**src/core_timing_map.svh**
```systemverilog
`ifndef CORE_TIMING_MAP_SVH
`define CORE_TIMING_MAP_SVH

// Widths
`define PC_W 16
`define CYC_W 4
`define LEN_W 2
`define BP_NUM 4
`define BP_IDX_W 2

// Instruction lengths in program bytes
`define LEN_1 2'h1
`define LEN_2 2'h2
`define LEN_3 2'h3

// Timing counts in system clocks
`define CYC_FIRST 4'h1
`define CYC_XFER 4'h3
`define CYC_MULTIPLY 4'h4
`define CYC_RET 4'h5
`define CYC_MAX 4'h8
`define BR_PENALTY 4'h1

// Reset values
`define PC_RESET 16'h0000
`define OPCODE_RESET 8'h00

// Opcodes the sequencer checks by value
`define OP_MULTIPLY 8'hA4
`define OP_DIV 8'h84

`endif

```
**src/core_timing_pkg.sv**
```systemverilog
package core_timing_pkg;

    // Operand form: bytes, not-taken clocks, and whether it branches
    typedef enum logic [3:0] {
        FORM_1_1, FORM_1_2, FORM_1_3, FORM_1_4, FORM_1_5, FORM_1_8,
        FORM_2_2, FORM_2_3, FORM_3_3, FORM_3_4, FORM_B22, FORM_B33, FORM_B34
    } form_t;

    // Sequencer run state
    typedef enum logic {ST_RUN, ST_HALT} state_t;

endpackage

```
**src/dec_if.sv**
```systemverilog
`timescale 1ns/1ns
`include "core_timing_map.svh"
interface dec_if;
    logic [7:0] opcode;
    logic [`LEN_W-1:0] len;
    logic [`CYC_W-1:0] cyc_nt;
    logic [`CYC_W-1:0] cyc_tk;
    logic branch;
    logic xdata;
    logic xdata_wr;
    logic code_move;

    modport dec (
        input opcode,
        output len, cyc_nt, cyc_tk, branch, xdata, xdata_wr, code_move
    );
    modport user (
        output opcode,
        input len, cyc_nt, cyc_tk, branch, xdata, xdata_wr, code_move
    );
endinterface

```
**src/opcode_timing_decode.sv**
```systemverilog
`timescale 1ns/1ns
`include "core_timing_map.svh"
module opcode_timing_decode (
    dec_if.dec d
);
    import core_timing_pkg::*;

    logic [3:0] hi;
    logic [3:0] lo;
    form_t form;

    assign hi = d.opcode[7:4];
    assign lo = d.opcode[3:0];

    // Opcode map folded by low nibble; columns share operand form
    always_comb begin
        form = FORM_1_1;
        if (lo[3]) begin
            case (hi)
                4'h7, 4'h8, 4'hA: form = FORM_2_2;
                4'hB: form = FORM_B33;
                4'hD: form = FORM_B22;
                default: form = FORM_1_1;
            endcase
        end else if (lo[3:1] == 3'b011) begin
            case (hi)
                4'h7, 4'h8, 4'hA: form = FORM_2_2;
                4'hB: form = FORM_B34;
                default: form = FORM_1_2;
            endcase
        end else begin
            case (lo)
                4'h0: begin
                    case (hi)
                        4'h0: form = FORM_1_1;
                        4'h1, 4'h2, 4'h3: form = FORM_B33;
                        4'h4, 4'h5, 4'h6, 4'h7: form = FORM_B22;
                        4'h8: form = FORM_2_3;
                        4'h9: form = FORM_3_3;
                        4'hE, 4'hF: form = FORM_1_3;
                        default: form = FORM_2_2;
                    endcase
                end
                4'h1: form = FORM_2_3;
                4'h2: begin
                    case (hi)
                        4'h0, 4'h1: form = FORM_3_4;
                        4'h2, 4'h3: form = FORM_1_5;
                        4'hE, 4'hF: form = FORM_1_3;
                        default: form = FORM_2_2;
                    endcase
                end
                4'h3: begin
                    case (hi)
                        4'h4, 4'h5, 4'h6: form = FORM_3_3;
                        4'h7, 4'h8, 4'h9, 4'hE, 4'hF: form = FORM_1_3;
                        default: form = FORM_1_1;
                    endcase
                end
                4'h4: begin
                    case (hi)
                        4'h0, 4'h1, 4'hC, 4'hD, 4'hE, 4'hF: form = FORM_1_1;
                        4'h8: form = FORM_1_8;
                        4'hA: form = FORM_1_4;
                        4'hB: form = FORM_B33;
                        default: form = FORM_2_2;
                    endcase
                end
                default: begin
                    case (hi)
                        4'h7, 4'h8: form = FORM_3_3;
                        4'hA: form = FORM_1_1;
                        4'hB, 4'hD: form = FORM_B33;
                        default: form = FORM_2_2;
                    endcase
                end
            endcase
        end
    end

    // Form to byte count and not-taken clock count
    always_comb begin
        d.len = `LEN_1;
        d.cyc_nt = `CYC_FIRST;
        d.branch = 1'b0;
        unique case (form)
            FORM_1_1: d.cyc_nt = `CYC_FIRST;
            FORM_1_2: d.cyc_nt = {2'b00, `LEN_2};
            FORM_1_3: d.cyc_nt = `CYC_XFER;
            FORM_1_4: d.cyc_nt = `CYC_MULTIPLY;
            FORM_1_5: d.cyc_nt = `CYC_RET;
            FORM_1_8: d.cyc_nt = `CYC_MAX;
            FORM_2_2: begin
                d.len = `LEN_2;
                d.cyc_nt = {2'b00, `LEN_2};
            end
            FORM_2_3: begin
                d.len = `LEN_2;
                d.cyc_nt = `CYC_XFER;
            end
            FORM_3_3: begin
                d.len = `LEN_3;
                d.cyc_nt = {2'b00, `LEN_3};
            end
            FORM_3_4: begin
                d.len = `LEN_3;
                d.cyc_nt = `CYC_MULTIPLY;
            end
            FORM_B22: begin
                d.len = `LEN_2;
                d.cyc_nt = {2'b00, `LEN_2};
                d.branch = 1'b1;
            end
            FORM_B33: begin
                d.len = `LEN_3;
                d.cyc_nt = {2'b00, `LEN_3};
                d.branch = 1'b1;
            end
            FORM_B34: begin
                d.len = `LEN_3;
                d.cyc_nt = `CYC_MULTIPLY;
                d.branch = 1'b1;
            end
        endcase
    end

    // Taken branch costs one clock more than not taken
    assign d.cyc_tk = `CYC_W'(d.cyc_nt + `BR_PENALTY);

    // External-data moves sit at columns 0, 2, 3 of rows E and F
    assign d.xdata = (hi[3:1] == 3'b111) && (lo == 4'h0 || lo == 4'h2 || lo == 4'h3);
    assign d.xdata_wr = d.xdata && hi[0];
    assign d.code_move = (lo == 4'h3) && (hi == 4'h8 || hi == 4'h9);
endmodule

```
**src/insn_sequencer.sv**
```systemverilog
`timescale 1ns/1ns
`include "core_timing_map.svh"
module insn_sequencer (
    input wire logic mclk,
    input wire logic rst,
    output logic [`PC_W-1:0] code_addr,
    output logic code_rd,
    input wire logic [7:0] code_data,
    input wire logic branch_taken,
    input wire logic jump_load,
    input wire logic [`PC_W-1:0] jump_pc,
    input wire logic prog_store_en,
    output logic xfer_ram_req,
    output logic xfer_flash_req,
    output logic xfer_we,
    output logic insn_done,
    output logic [7:0] insn_opcode,
    output logic [`CYC_W-1:0] insn_cycles,
    input wire logic dbg_halt_req,
    input wire logic dbg_run_req,
    input wire logic dbg_step_req,
    input wire logic dbg_bp_wr,
    input wire logic [`BP_IDX_W-1:0] dbg_bp_idx,
    input wire logic [`PC_W-1:0] dbg_bp_addr,
    input wire logic dbg_bp_en,
    output logic halted,
    output logic bp_hit,
    output logic dbg_access_ok
);
    import core_timing_pkg::*;

    dec_if dec();

    state_t state;
    logic [`CYC_W-1:0] cnt;
    logic [7:0] opcode;
    logic taken_q;
    logic stepping;
    logic step_done;
    logic skip_bp;
    logic first;
    logic boundary;
    logic halt_now;
    logic running;
    logic end_now;
    logic bp_match;
    logic [`BP_NUM-1:0] bp_hits;

    // Shared opcode table keeps the timing source in one place
    opcode_timing_decode u_dec (
        .d(dec)
    );

    // Opcode comes straight off the fetch bus on the first clock
    assign first = (cnt == `CYC_FIRST);
    assign dec.opcode = first ? code_data : opcode;

    // Halting only at boundaries keeps instructions atomic
    assign boundary = (state == ST_RUN) && first;
    assign halt_now = boundary && (dbg_halt_req || (bp_match && !skip_bp) || step_done);
    assign running = (state == ST_RUN) && !halt_now;

    // Final clock: not-taken count, or one more once taken
    always_comb begin
        end_now = 1'b0;
        if (running) begin
            if (taken_q) begin
                end_now = (cnt == dec.cyc_tk);
            end else begin
                end_now = (cnt == dec.cyc_nt) && !(dec.branch && branch_taken);
            end
        end
    end

    // Fetch one byte per clock until the length is read
    assign code_rd = running && (cnt <= {2'b00, dec.len});

    // Cycle index counts raw system clocks, restarting each instruction
    always_ff @(posedge mclk or posedge rst) begin
        if (rst) begin
            cnt <= `CYC_FIRST;
        end else if (end_now) begin
            cnt <= `CYC_FIRST;
        end else if (running) begin
            cnt <= `CYC_W'(cnt + `CYC_FIRST);
        end
    end

    // Program counter advances only on fetch; jump wins at the end
    always_ff @(posedge mclk or posedge rst) begin
        if (rst) begin
            code_addr <= `PC_RESET;
        end else if (end_now && jump_load) begin
            code_addr <= jump_pc;
        end else if (code_rd) begin
            code_addr <= `PC_W'(code_addr + `PC_W'(1));
        end
    end

    // Opcode held for the operand and execute clocks
    always_ff @(posedge mclk or posedge rst) begin
        if (rst) begin
            opcode <= `OPCODE_RESET;
        end else if (running && first) begin
            opcode <= code_data;
        end
    end

    // Taken outcome sampled in the not-taken final clock
    always_ff @(posedge mclk or posedge rst) begin
        if (rst) begin
            taken_q <= 1'b0;
        end else if (end_now) begin
            taken_q <= 1'b0;
        end else if (running && dec.branch && cnt == dec.cyc_nt && branch_taken) begin
            taken_q <= 1'b1;
        end
    end

    // Completion report for the datapath and the debug host
    always_ff @(posedge mclk or posedge rst) begin
        if (rst) begin
            insn_done <= 1'b0;
            insn_opcode <= `OPCODE_RESET;
            insn_cycles <= `CYC_FIRST;
        end else begin
            insn_done <= end_now;
            if (end_now) begin
                insn_opcode <= dec.opcode;
                insn_cycles <= cnt;
            end
        end
    end

    // Data moves go only to on-chip RAM or flash; no off-chip strobe exists
    always_ff @(posedge mclk or posedge rst) begin
        if (rst) begin
            xfer_ram_req <= 1'b0;
            xfer_flash_req <= 1'b0;
            xfer_we <= 1'b0;
        end else begin
            xfer_ram_req <= running && first && dec.xdata && !prog_store_en;
            xfer_flash_req <= running && first
                && ((dec.xdata && prog_store_en) || dec.code_move);
            xfer_we <= running && first && dec.xdata_wr;
        end
    end

    // Breakpoint comparators in private flops, not application RAM
    generate
        for (genvar i = 0; i < `BP_NUM; i++) begin : g_bp
            logic [`PC_W-1:0] addr;
            logic en;
            always_ff @(posedge mclk or posedge rst) begin
                if (rst) begin
                    addr <= `PC_RESET;
                    en <= 1'b0;
                end else if (dbg_bp_wr && dbg_bp_idx == `BP_IDX_W'(i)) begin
                    addr <= dbg_bp_addr;
                    en <= dbg_bp_en;
                end
            end
            assign bp_hits[i] = en && (addr == code_addr);
        end
    endgenerate
    assign bp_match = |bp_hits;

    // Run control; run beats step when both arrive together
    always_ff @(posedge mclk or posedge rst) begin
        if (rst) begin
            state <= ST_RUN;
        end else begin
            unique case (state)
                ST_RUN: begin
                    if (halt_now) begin
                        state <= ST_HALT;
                    end
                end
                ST_HALT: begin
                    if (dbg_run_req || dbg_step_req) begin
                        state <= ST_RUN;
                    end
                end
            endcase
        end
    end

    // Step runs one whole instruction; resume skips the breakpoint it sits on
    always_ff @(posedge mclk or posedge rst) begin
        if (rst) begin
            stepping <= 1'b0;
            step_done <= 1'b0;
            skip_bp <= 1'b0;
        end else if (state == ST_HALT) begin
            stepping <= dbg_step_req && !dbg_run_req;
            step_done <= 1'b0;
            skip_bp <= dbg_run_req || dbg_step_req;
        end else if (end_now) begin
            step_done <= stepping;
            skip_bp <= 1'b0;
        end
    end

    // Status seen by the debug link controller
    always_ff @(posedge mclk or posedge rst) begin
        if (rst) begin
            bp_hit <= 1'b0;
        end else begin
            bp_hit <= halt_now && bp_match && !skip_bp;
        end
    end
    assign halted = (state == ST_HALT);
    // Core is quiet while halted, so host memory reads cost nothing
    assign dbg_access_ok = halted;

    // Checks below use the opcode presented on the first clock
    logic start;
    logic alu_row;
    assign start = running && first;
    assign alu_row = code_data[7:4] inside {4'h2, 4'h3, 4'h4, 4'h5, 4'h6, 4'h9};
endmodule

```
**config.mk**
```make
export PLATFORM = sky130hd
export DESIGN_NAME = insn_sequencer
export DESIGN_NICKNAME = d
export VERILOG_FILES = /design/src/core_timing_pkg.sv /design/src/dec_if.sv /design/src/opcode_timing_decode.sv /design/src/insn_sequencer.sv
export VERILOG_INCLUDE_DIRS = /design/src
export SDC_FILE = /design/constraint.sdc
export NUM_CORES = 1
export LEC_CHECK = 0
export ABC_AREA = 1
export BUFFER_PORTS_ARGS = -buffer_cell sky130_fd_sc_hd__buf_2
export CORE_AREA = 2 2 138 167
export DETAILED_ROUTE_END_ITERATION = 8
export DIE_AREA = 0 0 140 169
export GPL_TIMING_DRIVEN = 0
export HOLD_SLACK_MARGIN = 0.1
export SLEW_MARGIN = 0
export SYNTH_ARGS = -nofsm -noshare
export SYNTH_HDL_FRONTEND = slang
export SYNTH_HIERARCHICAL = 1
export SYNTH_SLANG_ARGS = --single-unit
```
**constraint.sdc**
```tcl
create_clock -name mclk -period 9.8 [get_ports mclk]
set_input_delay 1.96 -clock mclk [delete_from_list [all_inputs] [get_ports mclk]]
set_output_delay 1.96 -clock mclk [all_outputs]
set_load 0.02 [all_outputs]
```
-- Word level (Yosys, flattened, before mapping)
Memory sizes are Yosys's and may differ from the RTL's.
Cells that the tools add are included.
- memories kept: 3
- bits in read-only memories: 160
- word-level logic and storage cells: 160
- register bits: 118
- equality and inequality tests: 39
- order comparisons: 1
- bitwise logic cells: 1
- $add $sub $neg: 3
- reduce and logical (&&, ||, !) cells: 64
- multiplexer cells: 26
- memories (memory ; words ; width ; rd ports ; clocked after memory_dff ; wr ports ; line ; RTL):
    (no name shown) ; 16 ; 4 ; 1 ; 0 ; 0 ; opcode_timing_decode.sv:34 ; case (hi)
    (no name shown) ; 16 ; 4 ; 1 ; 0 ; 0 ; opcode_timing_decode.sv:61 ; case (hi)
    (no name shown) ; 16 ; 2 ; 1 ; 0 ; 0 ; opcode_timing_decode.sv:54 ; case (hi)
- operators by type and width (kind ; count):
    $eq A16 B16 Y1 ; 4
    $eq A4 B4 Y1 const B ; 12
    $pmux W4 S3 ; 3
    $mux W16 ; 2
    $logic_and A1 B1 Y1 ; 31
    $eq A4 B2 Y1 const B ; 6
    $eq A4 B3 Y1 const B ; 6
    $pmux W4 S6 ; 1
    $pmux W4 S5 ; 1
    $add A16 B1 Y16 const B ; 1
    $eq A4 B1 Y1 const B ; 4
    $mux W4 ; 4
    $reduce_or A3 Y1 ; 5
    $logic_not A4 Y1 ; 3
    $reduce_or A4 Y1 ; 3
    $mux W1 ; 11
    $reduce_or A2 Y1 ; 5
    $add A4 B1 Y4 const B ; 2
    $eq A4 B4 Y1 ; 2
    $mux W8 ; 1
    $pmux W4 S2 ; 1
    $reduce_bool A2 Y1 ; 4
    $logic_or A1 B1 Y1 ; 7
    $logic_not A1 Y1 ; 5
    other kinds (9) ; 10

-- Longest topological paths before layout
- depth in word-level cells: 18
- mapped depth: 37

-- Modules after synthesis
The synthesis kept the hierarchy.
- modules (own cells, without submodules) (module ; cells an instance ; instances ; area an instance (um2)):
    insn_sequencer ; 931 ; 1 ; 6754.0
    opcode_timing_decode ; 191 ; 1 ; 892.1

-- Least setup slack after synthesis
No wires, ideal clock.
- path kind: input port to output port
- start point: input code_data[6]
- end point: output code_rd
- setup slack: 2619 ps
- cell stages on the path: 25
- arrival time: 5221 ps
- cell sequence: inv_1 > o21ai_0 > inv_2 > ha_1 > nor2_1 > nor2_1 > nor2_1 > nor2_1 > nand2_1 > nand2_1 > nand2_2 > nand2_2 > nand2_2 > nand3_1 > nand2_1 > inv_2 > o211ai_1 > inv_1 > ha_1 > a21oi_1 > a21oi_1 > nor3_1 > nand3_2 > buf_4 > inv_2
- word-level cells in the longest chain between the ends: 12
- elaborated cells on any way between the ends: 40
- RTL lines (what ; line ; RTL):
    start, declared ; insn_sequencer.sv:8 ; input wire logic [7:0] code_data,
    $mux W8 * ; insn_sequencer.sv:56 ; assign dec.opcode = first ? code_data : opcode;
    via dec.opcode[6] ; dec_if.sv:4 ; logic [7:0] opcode;
    $eq A4 B4 Y1 (tied with other cells) ; opcode_timing_decode.sv:19, opcode_timing_decode.sv:26, opcode_timing_decode.sv:70 ;
    $reduce_or A2 Y1, on equally long branches ; opcode_timing_decode.sv:70, opcode_timing_decode.sv:46 ;
    $pmux W4 S3, on equally long branches ; opcode_timing_decode.sv:70, opcode_timing_decode.sv:46 ;
    $pmux W4 S5 ; opcode_timing_decode.sv:32 ; case (lo)
    $mux W4 ; opcode_timing_decode.sv:25 ; end else if (lo[3:1] == 3'b011) begin
    $mux W4 * ; opcode_timing_decode.sv:18 ; if (lo[3]) begin
    $eq A4 B4 Y1 or $eq A4 B3 Y1 (tied branches) ; opcode_timing_decode.sv:86 ; unique case (form)
    $reduce_or A4 Y1 (no line) or $reduce_or A3 Y1 (tied branches) ; -- ;
    $pmux W2 S2 * ; opcode_timing_decode.sv:86 ;
    via dec.len[0] ; dec_if.sv:5 ; logic [`LEN_W-1:0] len;
    $le A4 B2 Y1 * ; insn_sequencer.sv:76 ; assign code_rd = running && (cnt <= {2'b00, dec.len});
    $logic_and A1 B1 Y1 * ; insn_sequencer.sv:76 ;
    end, declared ; insn_sequencer.sv:7 ; output logic code_rd,
Mark *: on every way through the listed nets, which the timed path passes. The rest lies on a longest branch.

-- Worst setup path after layout
- start point: input code_data[5]
- end point: output code_rd
The elaborated chain is that of the path after synthesis.

==> impl_metrics.json <==
{
  "cts-buffers-inserted": 17,
  "power_mw": 3.82,
  "drt-total-wl_um": 23100,
  "first_global_vias": 7327,
  "cp.required_ns": 7.84,
  "ff2ff_path_depth": 32,
  "grt_overflow_total": 0,
  "cts_buffer_depth": 2,
  "numClockSinks": 118,
  "cp_max_fo": 10,
  "dr.pass1.iters": 7,
  "ant_nets": 0,
  "area_growth_syn_to_layout_pct": 18.9,
  "drt_iter0_markers": 537,
  "start_util": 0.345,
  "die-area_mm2": 0.0237,
  "ys_ff_latch": 118,
  "route.met3.wl_um": 811,
  "crit_arrival_ns": 6.09,
  "cts-root-buf": "clkbuf_16",
  "clock_latency_ns": 0.42,
  "netlist_area_mm2": 0.00765,
  "synth_cell_type_count": 44,
  "clkTransAtPathRegs_ns": 0.06,
  "drc": 6,
  "path_buf_inv": 8,
  "fp.dieH_um": 169,
  "final_util": 0.411,
  "path_class": "in2out",
  "leakage_nw": 4.76,
  "drive_above_1_share": 0.162,
  "grt_antenna_before_repair": 0,
  "die_w_um": 140,
  "slowest_stage": "o21ai_0",
  "crit_family": "simple AND/OR/NAND/NOR gates",
  "routed_via_density": 4.89,
  "grt.total_usage": 0.203,
  "dr_wl_met2_um": 11700,
  "nets": 1289,
  "finClkSkew_ns": 0.0108,
  "run_status": "finished with violations",
  "gp_congestion": 0.980,
  "core_area_mm2": 0.0221,
  "setup_viol": 0,
  "crit_cells": 27,
  "hold_path.class": "reg2reg",
  "nFillCells": 2350,
  "crit_path_start_kind": "primary input",
  "hpwl_um": 18000,
  "io_pins": 88,
  "power_density_mw_per_mm2": 420,
  "postSynthCellCount": 1122,
  "cts_tree": "built",
  "max_freq_ghz": 0.124,
  "wl_met1_um": 9850,
  "wl_per_cell_um": 15.2,
  "portBuffers": 87,
  "post_cts_resized": 0,
  "path_common_cell": "nor2_1",
  "period_share": 0.821,
  "hold_buffers": 0,
  "top_layer_used": "met4",
  "synth-edff-count": 0,
  "grt_max_degree": 97,
  "ys.flop_type": "dfrtp_1",
  "yosys_warnings": 6,
  "maxSlewHeadroom": 0.360,
  "htreeDepth": 4,
  "worst_setup_path_end_kind": "output pin",
  "num_rows": 60,
  "ir_drop_mv": 0.178,
  "cts_setup_buffers": 0,
  "grt_pass1_wl_um": 38100,
  "hold_viol": 0,
  "failed_checks": "DRC",
  "maxCapViolations": 0,
  "slew_violations": 0,
  "setup_tns_ns": 0,
  "ys_seq_area_frac": 0.387,
  "worstHoldPathCells": 2,
  "rsz0062_at_grt": "no",
  "async_flop_share": 1.00,
  "tightestPinTransition_ns": 0.950,
  "vias": 7437,
  "layout_min_cycle_time_ns": 8.05,
  "syn_nets": 1182,
  "slowest_delay_ns": 0.73,
  "syn_avg_cell_area_um2": 6.81,
  "antenna_cells": 0
}
==> placed cells by master (no fill, tap or decap), types with 8 or more instances in the layout <==
cell type and count:
a21oi_1 12, buf_2 99, buf_4 9, clkbuf_1 13, clkbuf_16 17, dfrtp_1 116
ha_1 8, inv_1 136, inv_2 22, nand2_1 365, nand2_2 8, nand3_1 68
nand4_1 26, nor2_1 96, nor3_1 12, o21ai_0 106, o21ai_1 21, xnor2_1 12
xor2_1 18
==> cell families after synthesis <==
group                    count (synthesis)  synth area share
AND/OR/NAND/NOR                        611             0.345
buffers and inverters                  197             0.107
AO/OA/AOI/OAI                          158             0.114
flip-flops                             118             0.387
XOR/XNOR                                30            0.0344
adder cells (fa/ha/maj)                  8            0.0131
==> worst min-delay path: cells and delay by family (launching register included) <==
family / cells / cell delay [ns]
AO/OA/AOI/OAI: 1 / 0.05
flip-flops: 1 / 0.36
AND/OR/NAND/NOR: 1 / 0.05
==> Yosys cell counts (3+ instances only) <==
cell      number  area share
nand2_1      365        0.18
buf_4          9      0.0088
xnor2_1       12       0.014
dfrtp_1      116        0.38
clkbuf_1      13      0.0064
o22ai_1        3      0.0025
nor3_2         3      0.0039
buf_6          4      0.0059
inv_1        137       0.067
o21ai_0      107       0.070
nand4_1       26       0.021
nor3_1        12      0.0079
buf_2         12      0.0079
nand2_2        8      0.0065
o21ai_1       20       0.013
or2_1          6      0.0049
nand3b_1       4      0.0039
a21oi_1       12      0.0079
nand3_1       68       0.045
inv_2         22       0.011
nor2_1        96       0.047
ha_1           8       0.013
nor4_1         7      0.0057
xor2_1        18       0.021
nor2_2         6      0.0049
==> power by group <==
| part | switching [mW] | total, mW | internal, mW | leakage, nW |
|---|---|---|---|---|
| Sequential | 0.117 | 0.752 | 0.636 | 1.46 |
| Combinational | 1.56 | 2.39 | 0.833 | 3.00 |
| Clock | 0.237 | 0.674 | 0.437 | 0.301 |
==> per-stage QoR <==
| step | cell area (µm²) | setup WS (ns) | hold WS [ns] | cells |
|---|---|---|---|---|
| final | 9090 | 1.75 | 0.467 | 1521 |
| after global routing | 9090 | 1.33 | 0.498 | 1521 |
| after CTS | 9090 | 1.58 | 0.470 | 1521 |
| after detailed placement | 8460 | 1.64 | 0.458 | 1489 |
| after global placement | 8430 | 1.72 | 0.458 | 1488 |
| after floorplan | 7650 | 2.62 | 0.453 | 1122 |
==> final timing paths <==
| kind | startpoint | end | slack [ns] |
|---|---|---|---|
| setup / recovery | code_data[5] | code_rd | 1.75 |
| hold / removal | insn_cycles[0] | insn_cycles[0] | 0.47 |
| setup reg to reg | cnt[1] | code_addr[11] | 4.34 |
| hold reg to reg | insn_cycles[0] | insn_cycles[0] | 0.47 |
| max in group asynchronous | rst | cnt[0] | 7.55 |
| min in group asynchronous | rst | opcode[4] | 1.49 |
==> per-layer routing <==
layer,vias to the layer above,GRT usage
li1,3757,-
met1,3430,0.245
met2,200,0.365
met3,50,0.0263
met4,0,0.0843
met5,-,0
==> layout make-up <==
cell class / instances / area [µm²] / share of cell area
Sequential cell: 118 / 2960 / 0.325
Multi-Input combinational cell: 807 / 3870 / 0.426
Inverter: 159 / 602 / 0.0662
Clock buffer: 19 / 453 / 0.0498
Tap cell: 279 / 349 / 0.0384
Buffer: 38 / 221 / 0.0243
Clock inverter: 13 / 179 / 0.0197
Timing Repair Buffer: 88 / 463 / 0.0509
==> sequential cells by signal, summed over array words and instances (netlist names) <==
name	cells
cnt	4
code_addr	16
skip_bp	1
step_done	1
dbg_access_ok	1
xfer_ram_req	1
xfer_we	1
insn_opcode	8
stepping	1
xfer_flash_req	1
bp_hit	1
opcode	8
g_bp.en	4
insn_cycles	4
g_bp.addr	64
taken_q	1
insn_done	1
No activity file was read; power rests on OpenSTA's default activity.
